$ cat config.mk
export PLATFORM = sky130hd
export DESIGN_NAME = bec_core
export DESIGN_NICKNAME = d
export VERILOG_FILES = /design/src/bec_pkg.sv /design/src/bec_core.sv
export SDC_FILE = /design/constraint.sdc
export NUM_CORES = 1
export LEC_CHECK = 0
export ABC_AREA = 1
export BUFFER_PORTS_ARGS = -buffer_cell sky130_fd_sc_hd__buf_2
export CAP_MARGIN = 40
export CORE_UTILIZATION = 50
export CTS_CLUSTER_DIAMETER = 60
export CTS_CLUSTER_SIZE = 10
export DETAILED_ROUTE_END_ITERATION = 10
export GPL_ROUTABILITY_DRIVEN = 0
export PLACE_DENSITY = 0.66
export SLEW_MARGIN = 30
export SYNTH_ARGS = -nofsm -noshare
export SYNTH_HDL_FRONTEND = slang
export SYNTH_SLANG_ARGS = --single-unit
$ cat constraint.sdc
create_clock -name sys_clk -period 7.8 [get_ports sys_clk]
set_input_delay 1.17 -clock sys_clk [delete_from_list [all_inputs] [get_ports sys_clk]]
set_output_delay 1.17 -clock sys_clk [all_outputs]
set_load 0.02 [all_outputs]
$ cat src/bec_pkg.sv
// constants for the backlight enable and mode control block
// assumes a 20 MHz system clock and an i2c-style two-wire register port
// Operation
// - With the hardware enable pin low the device is shut down, every register is at default and bus traffic is ignored.
// - With the hardware enable pin high the device is in standby and its two-wire interface answers the host from READY_CYC cycles (150 us) after the pin rises.
// - Pulling the hardware enable pin low stops the LED current at once with no ramp and disables the bus.
// - Turning the backlight off by bus command ramps the current down and leaves the bus alive.
// - The boost switches at one of three frequencies chosen by bit 7 of boost_ramp_config and the auto-frequency registers auto_frequency_a and auto_frequency_b.
// - Each of the three sinks is enabled by its own bit in backlight_enable_ctrl[2:0].
// - At backlight startup any sink tied to ground is detected and its channel disabled.
// - With PWM dimming on and nonzero duty the bus brightness is scaled by the measured duty.
// - The backlight stays in standby if the on bit is 0, the code is 0x000, no sink is enabled, or PWM is on with zero duty.
// - In backlight standby boost and sinks are off while register writes are still accepted.
// - When active the enabled sinks run with boost on, boost stays off if feedback_disable_ctrl[5:3] is 111, and dimming_config[3] picks linear mapping.
// - The 11-bit brightness code is brightness_high_bits[7:0] as high bits and brightness_low_bits[2:0] as low bits.
// - Bit 0 of dimming_config selects bus-only brightness (0) or bus code times PWM duty (1).
package bec_pkg;
  // bus device address, arbitrary value
  localparam logic [6:0]  DEV_ADDR        = 7'h2A;
  localparam logic [7:0]  OFF_DIMMING     = 8'h02;
  localparam logic [7:0]  OFF_BOOST_RAMP  = 8'h03;
  localparam logic [7:0]  OFF_BRIGHT_LO   = 8'h04;
  localparam logic [7:0]  OFF_BRIGHT_HI   = 8'h05;
  localparam logic [7:0]  OFF_AUTO_FREQ_A = 8'h06;
  localparam logic [7:0]  OFF_AUTO_FREQ_B = 8'h07;
  localparam logic [7:0]  OFF_BL_ENABLE   = 8'h08;
  localparam logic [7:0]  OFF_FB_DISABLE  = 8'h10;
  localparam logic [7:0]  RST_DIMMING     = 8'h00;
  localparam logic [7:0]  RST_BOOST_RAMP  = 8'h00;
  localparam logic [7:0]  RST_BRIGHT_LO   = 8'h07;
  localparam logic [7:0]  RST_BRIGHT_HI   = 8'h00;
  localparam logic [7:0]  RST_AUTO_FREQ   = 8'h00;
  localparam logic [7:0]  RST_BL_ENABLE   = 8'h00;
  localparam logic [7:0]  RST_FB_DISABLE  = 8'h00;
  localparam int          BIT_PWM_EN      = 0;
  localparam int          BIT_PWM_POL     = 2;
  localparam int          BIT_LIN_MAP     = 3;
  localparam int          BIT_FREQ_LOW    = 7;
  localparam int          BIT_BL_ON       = 4;
  localparam logic [2:0]  FB_ALL_OFF      = 3'h7;
  localparam int          CLK_HZ          = 20_000_000;
  localparam int          T_READY_US      = 150;
  localparam logic [11:0] READY_CYC       =
    12'((64'd150 * 64'd20_000_000 + 64'd999_999) / 64'd1_000_000);
  localparam int          T_RAMP_STEP_NS  = 1000;
  localparam logic [7:0]  RAMP_STEP_CYC   =
    8'((64'd1000 * 64'd20_000_000) / 64'd1_000_000_000);
  typedef enum logic [1:0] {BEC_F1000K, BEC_F500K, BEC_F250K} bec_freq_t;
  typedef enum logic [2:0] {BEC_IDLE, BEC_RX, BEC_ACK, BEC_TX, BEC_TXACK} bec_bus_t;
  typedef enum logic [1:0] {BEC_K_ADDR, BEC_K_REG, BEC_K_DATA} bec_kind_t;
endpackage

$ cat src/bec_core.sv
// backlight enable, standby/active mode decision and register port
// assumes scl, sda_in, pwm_in and hardware_enable_pin are synchronous to sys_clk
module bec_core (
  input  wire logic        sys_clk,
  input  wire logic        rst,
  input  wire logic        hardware_enable_pin,
  input  wire logic        scl,
  input  wire logic        sda_in,
  output logic             sda_out,
  output logic             sda_oe,
  input  wire logic        pwm_in,
  input  wire logic [2:0]  sink_grounded,
  output logic             shutdown,
  output logic             bl_standby,
  output logic             boost_en,
  output logic [2:0]       sink_en,
  output logic [10:0]      led_level,
  output logic             linear_map,
  output bec_pkg::bec_freq_t boost_freq
);
  logic             clr;
  logic [7:0]       dim_r, ramp_r, blo_r, bhi_r, afa_r, afb_r, ben_r, fbd_r;
  logic [11:0]      rdy_cnt_r;
  logic             ready;
  logic             scl_p_r, sda_p_r;
  logic             start_c, stop_c, rise_c, fall_c;
  bec_pkg::bec_bus_t  st_r;
  bec_pkg::bec_kind_t kind_r;
  logic [7:0]       sh_r, ptr_r, rd_c;
  logic [3:0]       cnt_r;
  logic             rw_r;
  logic             wr_c;
  logic [10:0]      bright_c, win_r, duty_r, target_c;
  logic [11:0]      hi_r;
  logic [21:0]      prod_c;
  logic             pwm_act_c, active_c, act_p_r;
  logic [2:0]       mask_r, sinks_c;
  logic [7:0]       step_r;

  assign clr = rst | ~hardware_enable_pin;

  always_ff @(posedge sys_clk) begin
    if (clr) rdy_cnt_r <= '0;
    else if (rdy_cnt_r != bec_pkg::READY_CYC) rdy_cnt_r <= rdy_cnt_r + 12'h001;
  end
  assign ready = (rdy_cnt_r == bec_pkg::READY_CYC);

  always_ff @(posedge sys_clk) begin
    if (clr) begin
      scl_p_r <= 1'b1;
      sda_p_r <= 1'b1;
    end else begin
      scl_p_r <= scl;
      sda_p_r <= sda_in;
    end
  end
  assign start_c = ready & scl & scl_p_r & sda_p_r & ~sda_in;
  assign stop_c  = ready & scl & scl_p_r & ~sda_p_r & sda_in;
  assign rise_c  = scl & ~scl_p_r;
  assign fall_c  = ~scl & scl_p_r;

  always_comb begin
    case (ptr_r)
      bec_pkg::OFF_DIMMING:     rd_c = dim_r;
      bec_pkg::OFF_BOOST_RAMP:  rd_c = ramp_r;
      bec_pkg::OFF_BRIGHT_LO:   rd_c = blo_r;
      bec_pkg::OFF_BRIGHT_HI:   rd_c = bhi_r;
      bec_pkg::OFF_AUTO_FREQ_A: rd_c = afa_r;
      bec_pkg::OFF_AUTO_FREQ_B: rd_c = afb_r;
      bec_pkg::OFF_BL_ENABLE:   rd_c = ben_r;
      bec_pkg::OFF_FB_DISABLE:  rd_c = fbd_r;
      default:                  rd_c = 8'h00;
    endcase
  end

  assign wr_c = (st_r == bec_pkg::BEC_RX) & fall_c & (cnt_r == 4'h8)
              & (kind_r == bec_pkg::BEC_K_DATA);

  // two-wire slave, write: addr reg data..., read: addr data...
  always_ff @(posedge sys_clk) begin
    if (clr) begin
      st_r    <= bec_pkg::BEC_IDLE;
      kind_r  <= bec_pkg::BEC_K_ADDR;
      sh_r    <= 8'h00;
      ptr_r   <= 8'h00;
      cnt_r   <= 4'h0;
      rw_r    <= 1'b0;
      sda_oe  <= 1'b0;
    end else if (start_c) begin
      st_r   <= bec_pkg::BEC_RX;
      kind_r <= bec_pkg::BEC_K_ADDR;
      cnt_r  <= 4'h0;
      sda_oe <= 1'b0;
    end else if (stop_c) begin
      st_r   <= bec_pkg::BEC_IDLE;
      sda_oe <= 1'b0;
    end else begin
      case (st_r)
        bec_pkg::BEC_RX: begin
          if (rise_c && cnt_r != 4'h8) begin
            sh_r  <= {sh_r[6:0], sda_in};
            cnt_r <= cnt_r + 4'h1;
          end else if (fall_c && cnt_r == 4'h8) begin
            st_r   <= bec_pkg::BEC_ACK;
            sda_oe <= 1'b1;
            case (kind_r)
              bec_pkg::BEC_K_ADDR: begin
                rw_r   <= sh_r[0];
                kind_r <= bec_pkg::BEC_K_REG;
                if (sh_r[7:1] != bec_pkg::DEV_ADDR) begin
                  st_r   <= bec_pkg::BEC_IDLE;
                  sda_oe <= 1'b0;
                end
              end
              bec_pkg::BEC_K_REG: begin
                ptr_r  <= sh_r;
                kind_r <= bec_pkg::BEC_K_DATA;
              end
              default: ptr_r <= ptr_r + 8'h01;
            endcase
          end
        end
        bec_pkg::BEC_ACK: begin
          if (fall_c) begin
            cnt_r <= 4'h0;
            if (rw_r && kind_r == bec_pkg::BEC_K_REG) begin
              st_r   <= bec_pkg::BEC_TX;
              sh_r   <= rd_c;
              sda_oe <= ~rd_c[7];
              ptr_r  <= ptr_r + 8'h01;
            end else begin
              st_r   <= bec_pkg::BEC_RX;
              sda_oe <= 1'b0;
            end
          end
        end
        bec_pkg::BEC_TX: begin
          if (fall_c) begin
            if (cnt_r == 4'h7) begin
              st_r   <= bec_pkg::BEC_TXACK;
              sda_oe <= 1'b0;
            end else begin
              cnt_r  <= cnt_r + 4'h1;
              sh_r   <= {sh_r[6:0], 1'b0};
              sda_oe <= ~sh_r[6];
            end
          end
        end
        bec_pkg::BEC_TXACK: begin
          // nack from host ends the read
          if (rise_c && sda_in) st_r <= bec_pkg::BEC_IDLE;
          else if (fall_c) begin
            st_r   <= bec_pkg::BEC_TX;
            cnt_r  <= 4'h0;
            sh_r   <= rd_c;
            sda_oe <= ~rd_c[7];
            ptr_r  <= ptr_r + 8'h01;
          end
        end
        default: st_r <= bec_pkg::BEC_IDLE;
      endcase
    end
  end

  // open drain: only ever pulls low
  always_ff @(posedge sys_clk) begin
    sda_out <= 1'b0;
  end

  always_ff @(posedge sys_clk) begin
    if (clr) begin
      dim_r  <= bec_pkg::RST_DIMMING;
      ramp_r <= bec_pkg::RST_BOOST_RAMP;
      blo_r  <= bec_pkg::RST_BRIGHT_LO;
      bhi_r  <= bec_pkg::RST_BRIGHT_HI;
      afa_r  <= bec_pkg::RST_AUTO_FREQ;
      afb_r  <= bec_pkg::RST_AUTO_FREQ;
      ben_r  <= bec_pkg::RST_BL_ENABLE;
      fbd_r  <= bec_pkg::RST_FB_DISABLE;
    end else if (wr_c) begin
      case (ptr_r)
        bec_pkg::OFF_DIMMING:     dim_r  <= sh_r;
        bec_pkg::OFF_BOOST_RAMP:  ramp_r <= sh_r;
        bec_pkg::OFF_BRIGHT_LO:   blo_r  <= sh_r;
        bec_pkg::OFF_BRIGHT_HI:   bhi_r  <= sh_r;
        bec_pkg::OFF_AUTO_FREQ_A: afa_r  <= sh_r;
        bec_pkg::OFF_AUTO_FREQ_B: afb_r  <= sh_r;
        bec_pkg::OFF_BL_ENABLE:   ben_r  <= sh_r;
        bec_pkg::OFF_FB_DISABLE:  fbd_r  <= sh_r;
        default: ;
      endcase
    end
  end

  assign bright_c  = {bhi_r, blo_r[2:0]};
  assign pwm_act_c = pwm_in ^ dim_r[bec_pkg::BIT_PWM_POL];

  // duty over a fixed 2048-cycle window; below ~10 kHz the reading wobbles
  always_ff @(posedge sys_clk) begin
    if (clr) begin
      win_r  <= '0;
      hi_r   <= '0;
      duty_r <= '0;
    end else begin
      win_r <= win_r + 11'h001;
      if (win_r == 11'h7FF) begin
        duty_r <= hi_r[11] ? 11'h7FF : hi_r[10:0];
        hi_r   <= {11'h000, pwm_act_c};
      end else begin
        hi_r <= hi_r + {11'h000, pwm_act_c};
      end
    end
  end

  assign prod_c = bright_c * duty_r;
  assign target_c = dim_r[bec_pkg::BIT_PWM_EN] ? prod_c[21:11] : bright_c;
  assign sinks_c = ben_r[2:0] & ~mask_r;
  assign active_c = ben_r[bec_pkg::BIT_BL_ON] && bright_c != 11'h000 && sinks_c != 3'h0
                 && !(dim_r[bec_pkg::BIT_PWM_EN] && duty_r == 11'h000);

  always_ff @(posedge sys_clk) begin
    if (clr) begin
      act_p_r <= 1'b0;
      mask_r  <= 3'h0;
    end else begin
      act_p_r <= active_c;
      if (active_c && !act_p_r) mask_r <= mask_r | (ben_r[2:0] & sink_grounded);
    end
  end

  // ramp toward target, immediate zero on clr
  always_ff @(posedge sys_clk) begin
    if (clr) begin
      step_r    <= 8'h00;
      led_level <= 11'h000;
    end else begin
      step_r <= (step_r == bec_pkg::RAMP_STEP_CYC - 8'h01) ? 8'h00 : step_r + 8'h01;
      if (step_r == 8'h00) begin
        if (!active_c && led_level != 11'h000) led_level <= led_level - 11'h001;
        else if (active_c && led_level < target_c) led_level <= led_level + 11'h001;
        else if (active_c && led_level > target_c) led_level <= led_level - 11'h001;
      end
    end
  end

  // boost and sinks follow the level
  always_ff @(posedge sys_clk) begin
    if (clr) begin
      boost_en   <= 1'b0;
      sink_en    <= 3'h0;
      bl_standby <= 1'b0;
      linear_map <= 1'b0;
      shutdown   <= 1'b1;
    end else begin
      boost_en   <= (led_level != 11'h000) && sinks_c != 3'h0
                 && fbd_r[5:3] != bec_pkg::FB_ALL_OFF;
      sink_en    <= (led_level != 11'h000) ? sinks_c : 3'h0;
      bl_standby <= (led_level == 11'h000) && !active_c;
      linear_map <= dim_r[bec_pkg::BIT_LIN_MAP];
      shutdown   <= 1'b0;
    end
  end

  // frequency pick, auto threshold a drops it only to 500K like bit 7, auto threshold b drops it further to 250K
  always_ff @(posedge sys_clk) begin
    if (clr) boost_freq <= bec_pkg::BEC_F1000K;
    else if (afb_r != 8'h00 && bhi_r < afb_r) boost_freq <= bec_pkg::BEC_F250K;
    else if (ramp_r[bec_pkg::BIT_FREQ_LOW] || (afa_r != 8'h00 && bhi_r < afa_r))
      boost_freq <= bec_pkg::BEC_F500K;
    else boost_freq <= bec_pkg::BEC_F1000K;
  end
endmodule // bec_core

==> results.md <==
* H-tree depth at 4
* Required @ worst endpoint at 8.13 ns
* FILL cells at about 2.6k
* Chip width at 165.7 um
* Largest net degree at the start of global routing at 93
* Distinct cells, synth at 53
* Vias in the first global route at around 11k
* Delay-heaviest family, CP: adder cells
* Leakage at 0.006857 uW
* Max Buffers Root-to-Sink at 2
* Die footprint at 0.02744 mm^2
* Mapped cell area at 0.01339 mm^2
* Final Skew at 0.01924 ns
* Layout area overhead at 6.858%
* Startpoint Class: register
* Largest area contributor in the synthesized netlist: dfxtp_1
* Post-DP HPWL at between 20000 and 25000 um
* CTS Hold Bufs at 0
* Avg Inst Size Synth at 6.942 um^2
* Insertion delay to the later sink of the worst-skew pair at 0.44 ns
* Fmax at 0.1406 GHz
* Top post-synthesis cells by count: nand2_1 (433), inv_1 (365), dfxtp_1 (171), nor2_1 (158), a21oi_1 (139)
* Cells after Synth at 1929
* Rows at 59
* Congestion Overflow GR at 0
* Hold Violations, Final at 0
* Crit path max-delay cell type: dfxtp_1
* Area share of the largest cell type after synthesis at 0.2556
* First-pass GRT wire length at 54050 um
* Crit Reg-Reg Endpoint: led_level[0]
* CP most frequent cell: nand2_1
* Number of synthesized flops with an enable pin at 0
* Initial antenna violation count at 0
* R2R Setup Slk at between 0.6 and 0.7 ns
* Critical path arrival at 7.45 ns
* Worst path bufs/invs at 3
* DRC viols at 0
* Slew Viols, Final at 0
* Die H at 165.7 um
* Reg2Reg Depth at 29
* Crit path largest cell delay at 0.76 ns
* Top_reg_cell synth: dfxtp_1
* CP Class: reg -> reg
* Worst Max-Slew Pin Slew at between 0.8 and 0.9 ns
* Critical Path Source: bhi_r[4]
* Final critical-path share of the clock period at 0.9121
* Status: finished clean
* Final nets at 2103
* Slew HR at 0.4394
* Total GRT Usage at 0.2410
* Levels on crit path at 29
* CP max FO at 16
* Post-route setup slack at around 0.7 ns
* Fraction of layout cells with a size suffix above 1 at 0.06939
* Via-per-instance ratio at 5.254
* Number of antenna repair diodes at 0
* Maximum VDD drop at 0.1500 mV
* DR vias at ~12k
* PostCTS Resize Cnt at 0
* Setup_tns at 0 ns
* Synth warn at 0
* Port Buffer Count at 29
* RSZ-0062 raised after global routing: no
* Starting DRC count in detailed routing at 874
* Wire length per cell at between 10 and 15 um
* Tmin final at 7.115 ns
* Place WS at 0.7807 ns
* Syn nets at between 2k and 2.5k
* # clock sinks at 171
* Power density cells at about 180 mW/mm^2
* CP endpoint kind: register
* I/O pins at 31
* Area contributors post-synth: dfxtp_1 (26%), nand2_1 (12%), fa_1 (12%)
* Total CTS buffers at 17
* CTS clk-pin slew, worst paths at roughly 0.07 ns
* # setup viols final at 0
* FFs w/ async S/R, synth at 0
* DRT Pass-1 Iters at 5
* WL final at 32640 um
* Flops & latches, synth at 171
* Clk Tree Root Cell: clkbuf_16
* Detail Route Antenna Nets at 0
* CTS tree: yes
* Count leader, synth: nand2_1
* Starting Density at 0.5124
* Worst Setup EP: led_level[0]
* Max-cap viol count at 0
* Sequential share of the synthesized area at 0.2556
* Core Region at 0.02613 mm^2
* Postcts setup bufs at 0
* Worst Hold Class: reg -> reg
* Reg2Reg Launch Point: bhi_r[4]
-- worst min path at each step --
stage,slack [ns],from,to,cells after the start
2_1_floorplan,0.42,ben_r[5],ben_r[5],2
3_3_place_gp,0.43,fbd_r[1],fbd_r[1],2
3_5_place_dp,0.44,ben_r[7],ben_r[7],2
4_1_cts,0.45,fbd_r[1],fbd_r[1],2
5_1_grt,0.46,fbd_r[1],fbd_r[1],2
6_report,0.45,fbd_r[1],fbd_r[1],2
-- layer usage --
layer | vias to the layer above | routed length, um | part of all wire | GRT usage
met4 | 0 | 515 | 0.016 | 0.06136
li1 | 6036 | - | - | -
met3 | 37 | 1380 | 0.042 | 0.03393
met1 | 5575 | 15660 | 0.48 | 0.3368
met2 | 257 | 15090 | 0.46 | 0.3915
met5 | - | 0 | 0 | 0
-- tightest hold or removal path: stages, from the launching register on --
cell	delay, ns
dfxtp_1	0.30
inv_1	0.05
a21oi_1	0.05
-- sequential cells by signal, indices dropped and copies added, names as in the netlist, 4 cells and up --
name	flops
fbd_r	8
sh_r	8
afa_r	8
afb_r	8
step_r	8
ptr_r	8
ramp_r	8
blo_r	8
bhi_r	8
rdy_cnt_r	12
duty_r	11
hi_r	12
dim_r	8
cnt_r	4
win_r	11
led_level	11
ben_r	8
-- layout by cell type, fill, tap and decap left out, types with 4 or more instances in the layout --
| cell type | count |
|---|---|
| a21oi_1 | 139 |
| a21oi_2 | 9 |
| a31oi_1 | 12 |
| buf_2 | 29 |
| buf_4 | 7 |
| clkbuf_16 | 17 |
| dfxtp_1 | 171 |
| fa_1 | 79 |
| ha_1 | 97 |
| inv_1 | 365 |
| inv_2 | 5 |
| inv_6 | 4 |
| nand2_1 | 433 |
| nand2_2 | 9 |
| nand3_1 | 88 |
| nand3_2 | 4 |
| nand4_1 | 21 |
| nor2_1 | 157 |
| nor2_2 | 10 |
| nor2_4 | 5 |
| nor3_1 | 29 |
| nor4_1 | 7 |
| o211ai_1 | 6 |
| o21ai_0 | 131 |
| o21ai_1 | 4 |
| o21ai_2 | 4 |
| o21bai_1 | 4 |
| o22ai_1 | 8 |
| or2_2 | 4 |
| xnor2_1 | 4 |
| xor2_1 | 24 |
-- cell families (layout without fill, tap and decap cells) --
| group | count (synthesis) | in the layout | synth area share |
|---|---|---|---|
| buffers and inverters | 439 | 441 | 0.1285 |
| other | 1 | 1 | 0.0002800 |
| adders and majority gates | 176 | 176 | 0.2087 |
| AOI/OAI and AO/OA | 328 | 328 | 0.1326 |
| DFF | 171 | 171 | 0.2556 |
| and+or+nand+nor | 786 | 786 | 0.2560 |
| xor gates and xnor gates | 28 | 28 | 0.01831 |
-- power by group --
group / internal (uW) / switching, uW
Clock: 427 / 403
Sequential: 904 / 68.3
Combinational: 259 / 466
Total: 1590 / 937
-- metrics by stage --
step	total power [uW]	instances	hold slack [ns]	utilization	cell area, um^2
2_1_floorplan	1559	1929	0.4237	-	13390
3_3_place_gp	1696	2232	0.4341	0.5238	13690
3_5_place_dp	1710	2233	0.4394	0.5244	13700
4_1_cts	2537	2265	0.4494	0.5465	14280
5_1_grt	2683	2266	0.4591	0.5476	14310
6_report	2527	2266	0.4485	0.5476	14310
-- final cells by class --
type                       instances  area, um^2  area share
multi-input combinational       1319        8255      0.5769
sequential                       171        3423      0.2392
inverter                         371        1394     0.09740
clock buffer                      18       429.2     0.02999
tap                              335       419.2     0.02929
timing repair buffer              38       240.2     0.01679
clock inverter                    14       148.9     0.01040
Note: power is estimated with default switching activity, not from simulation.
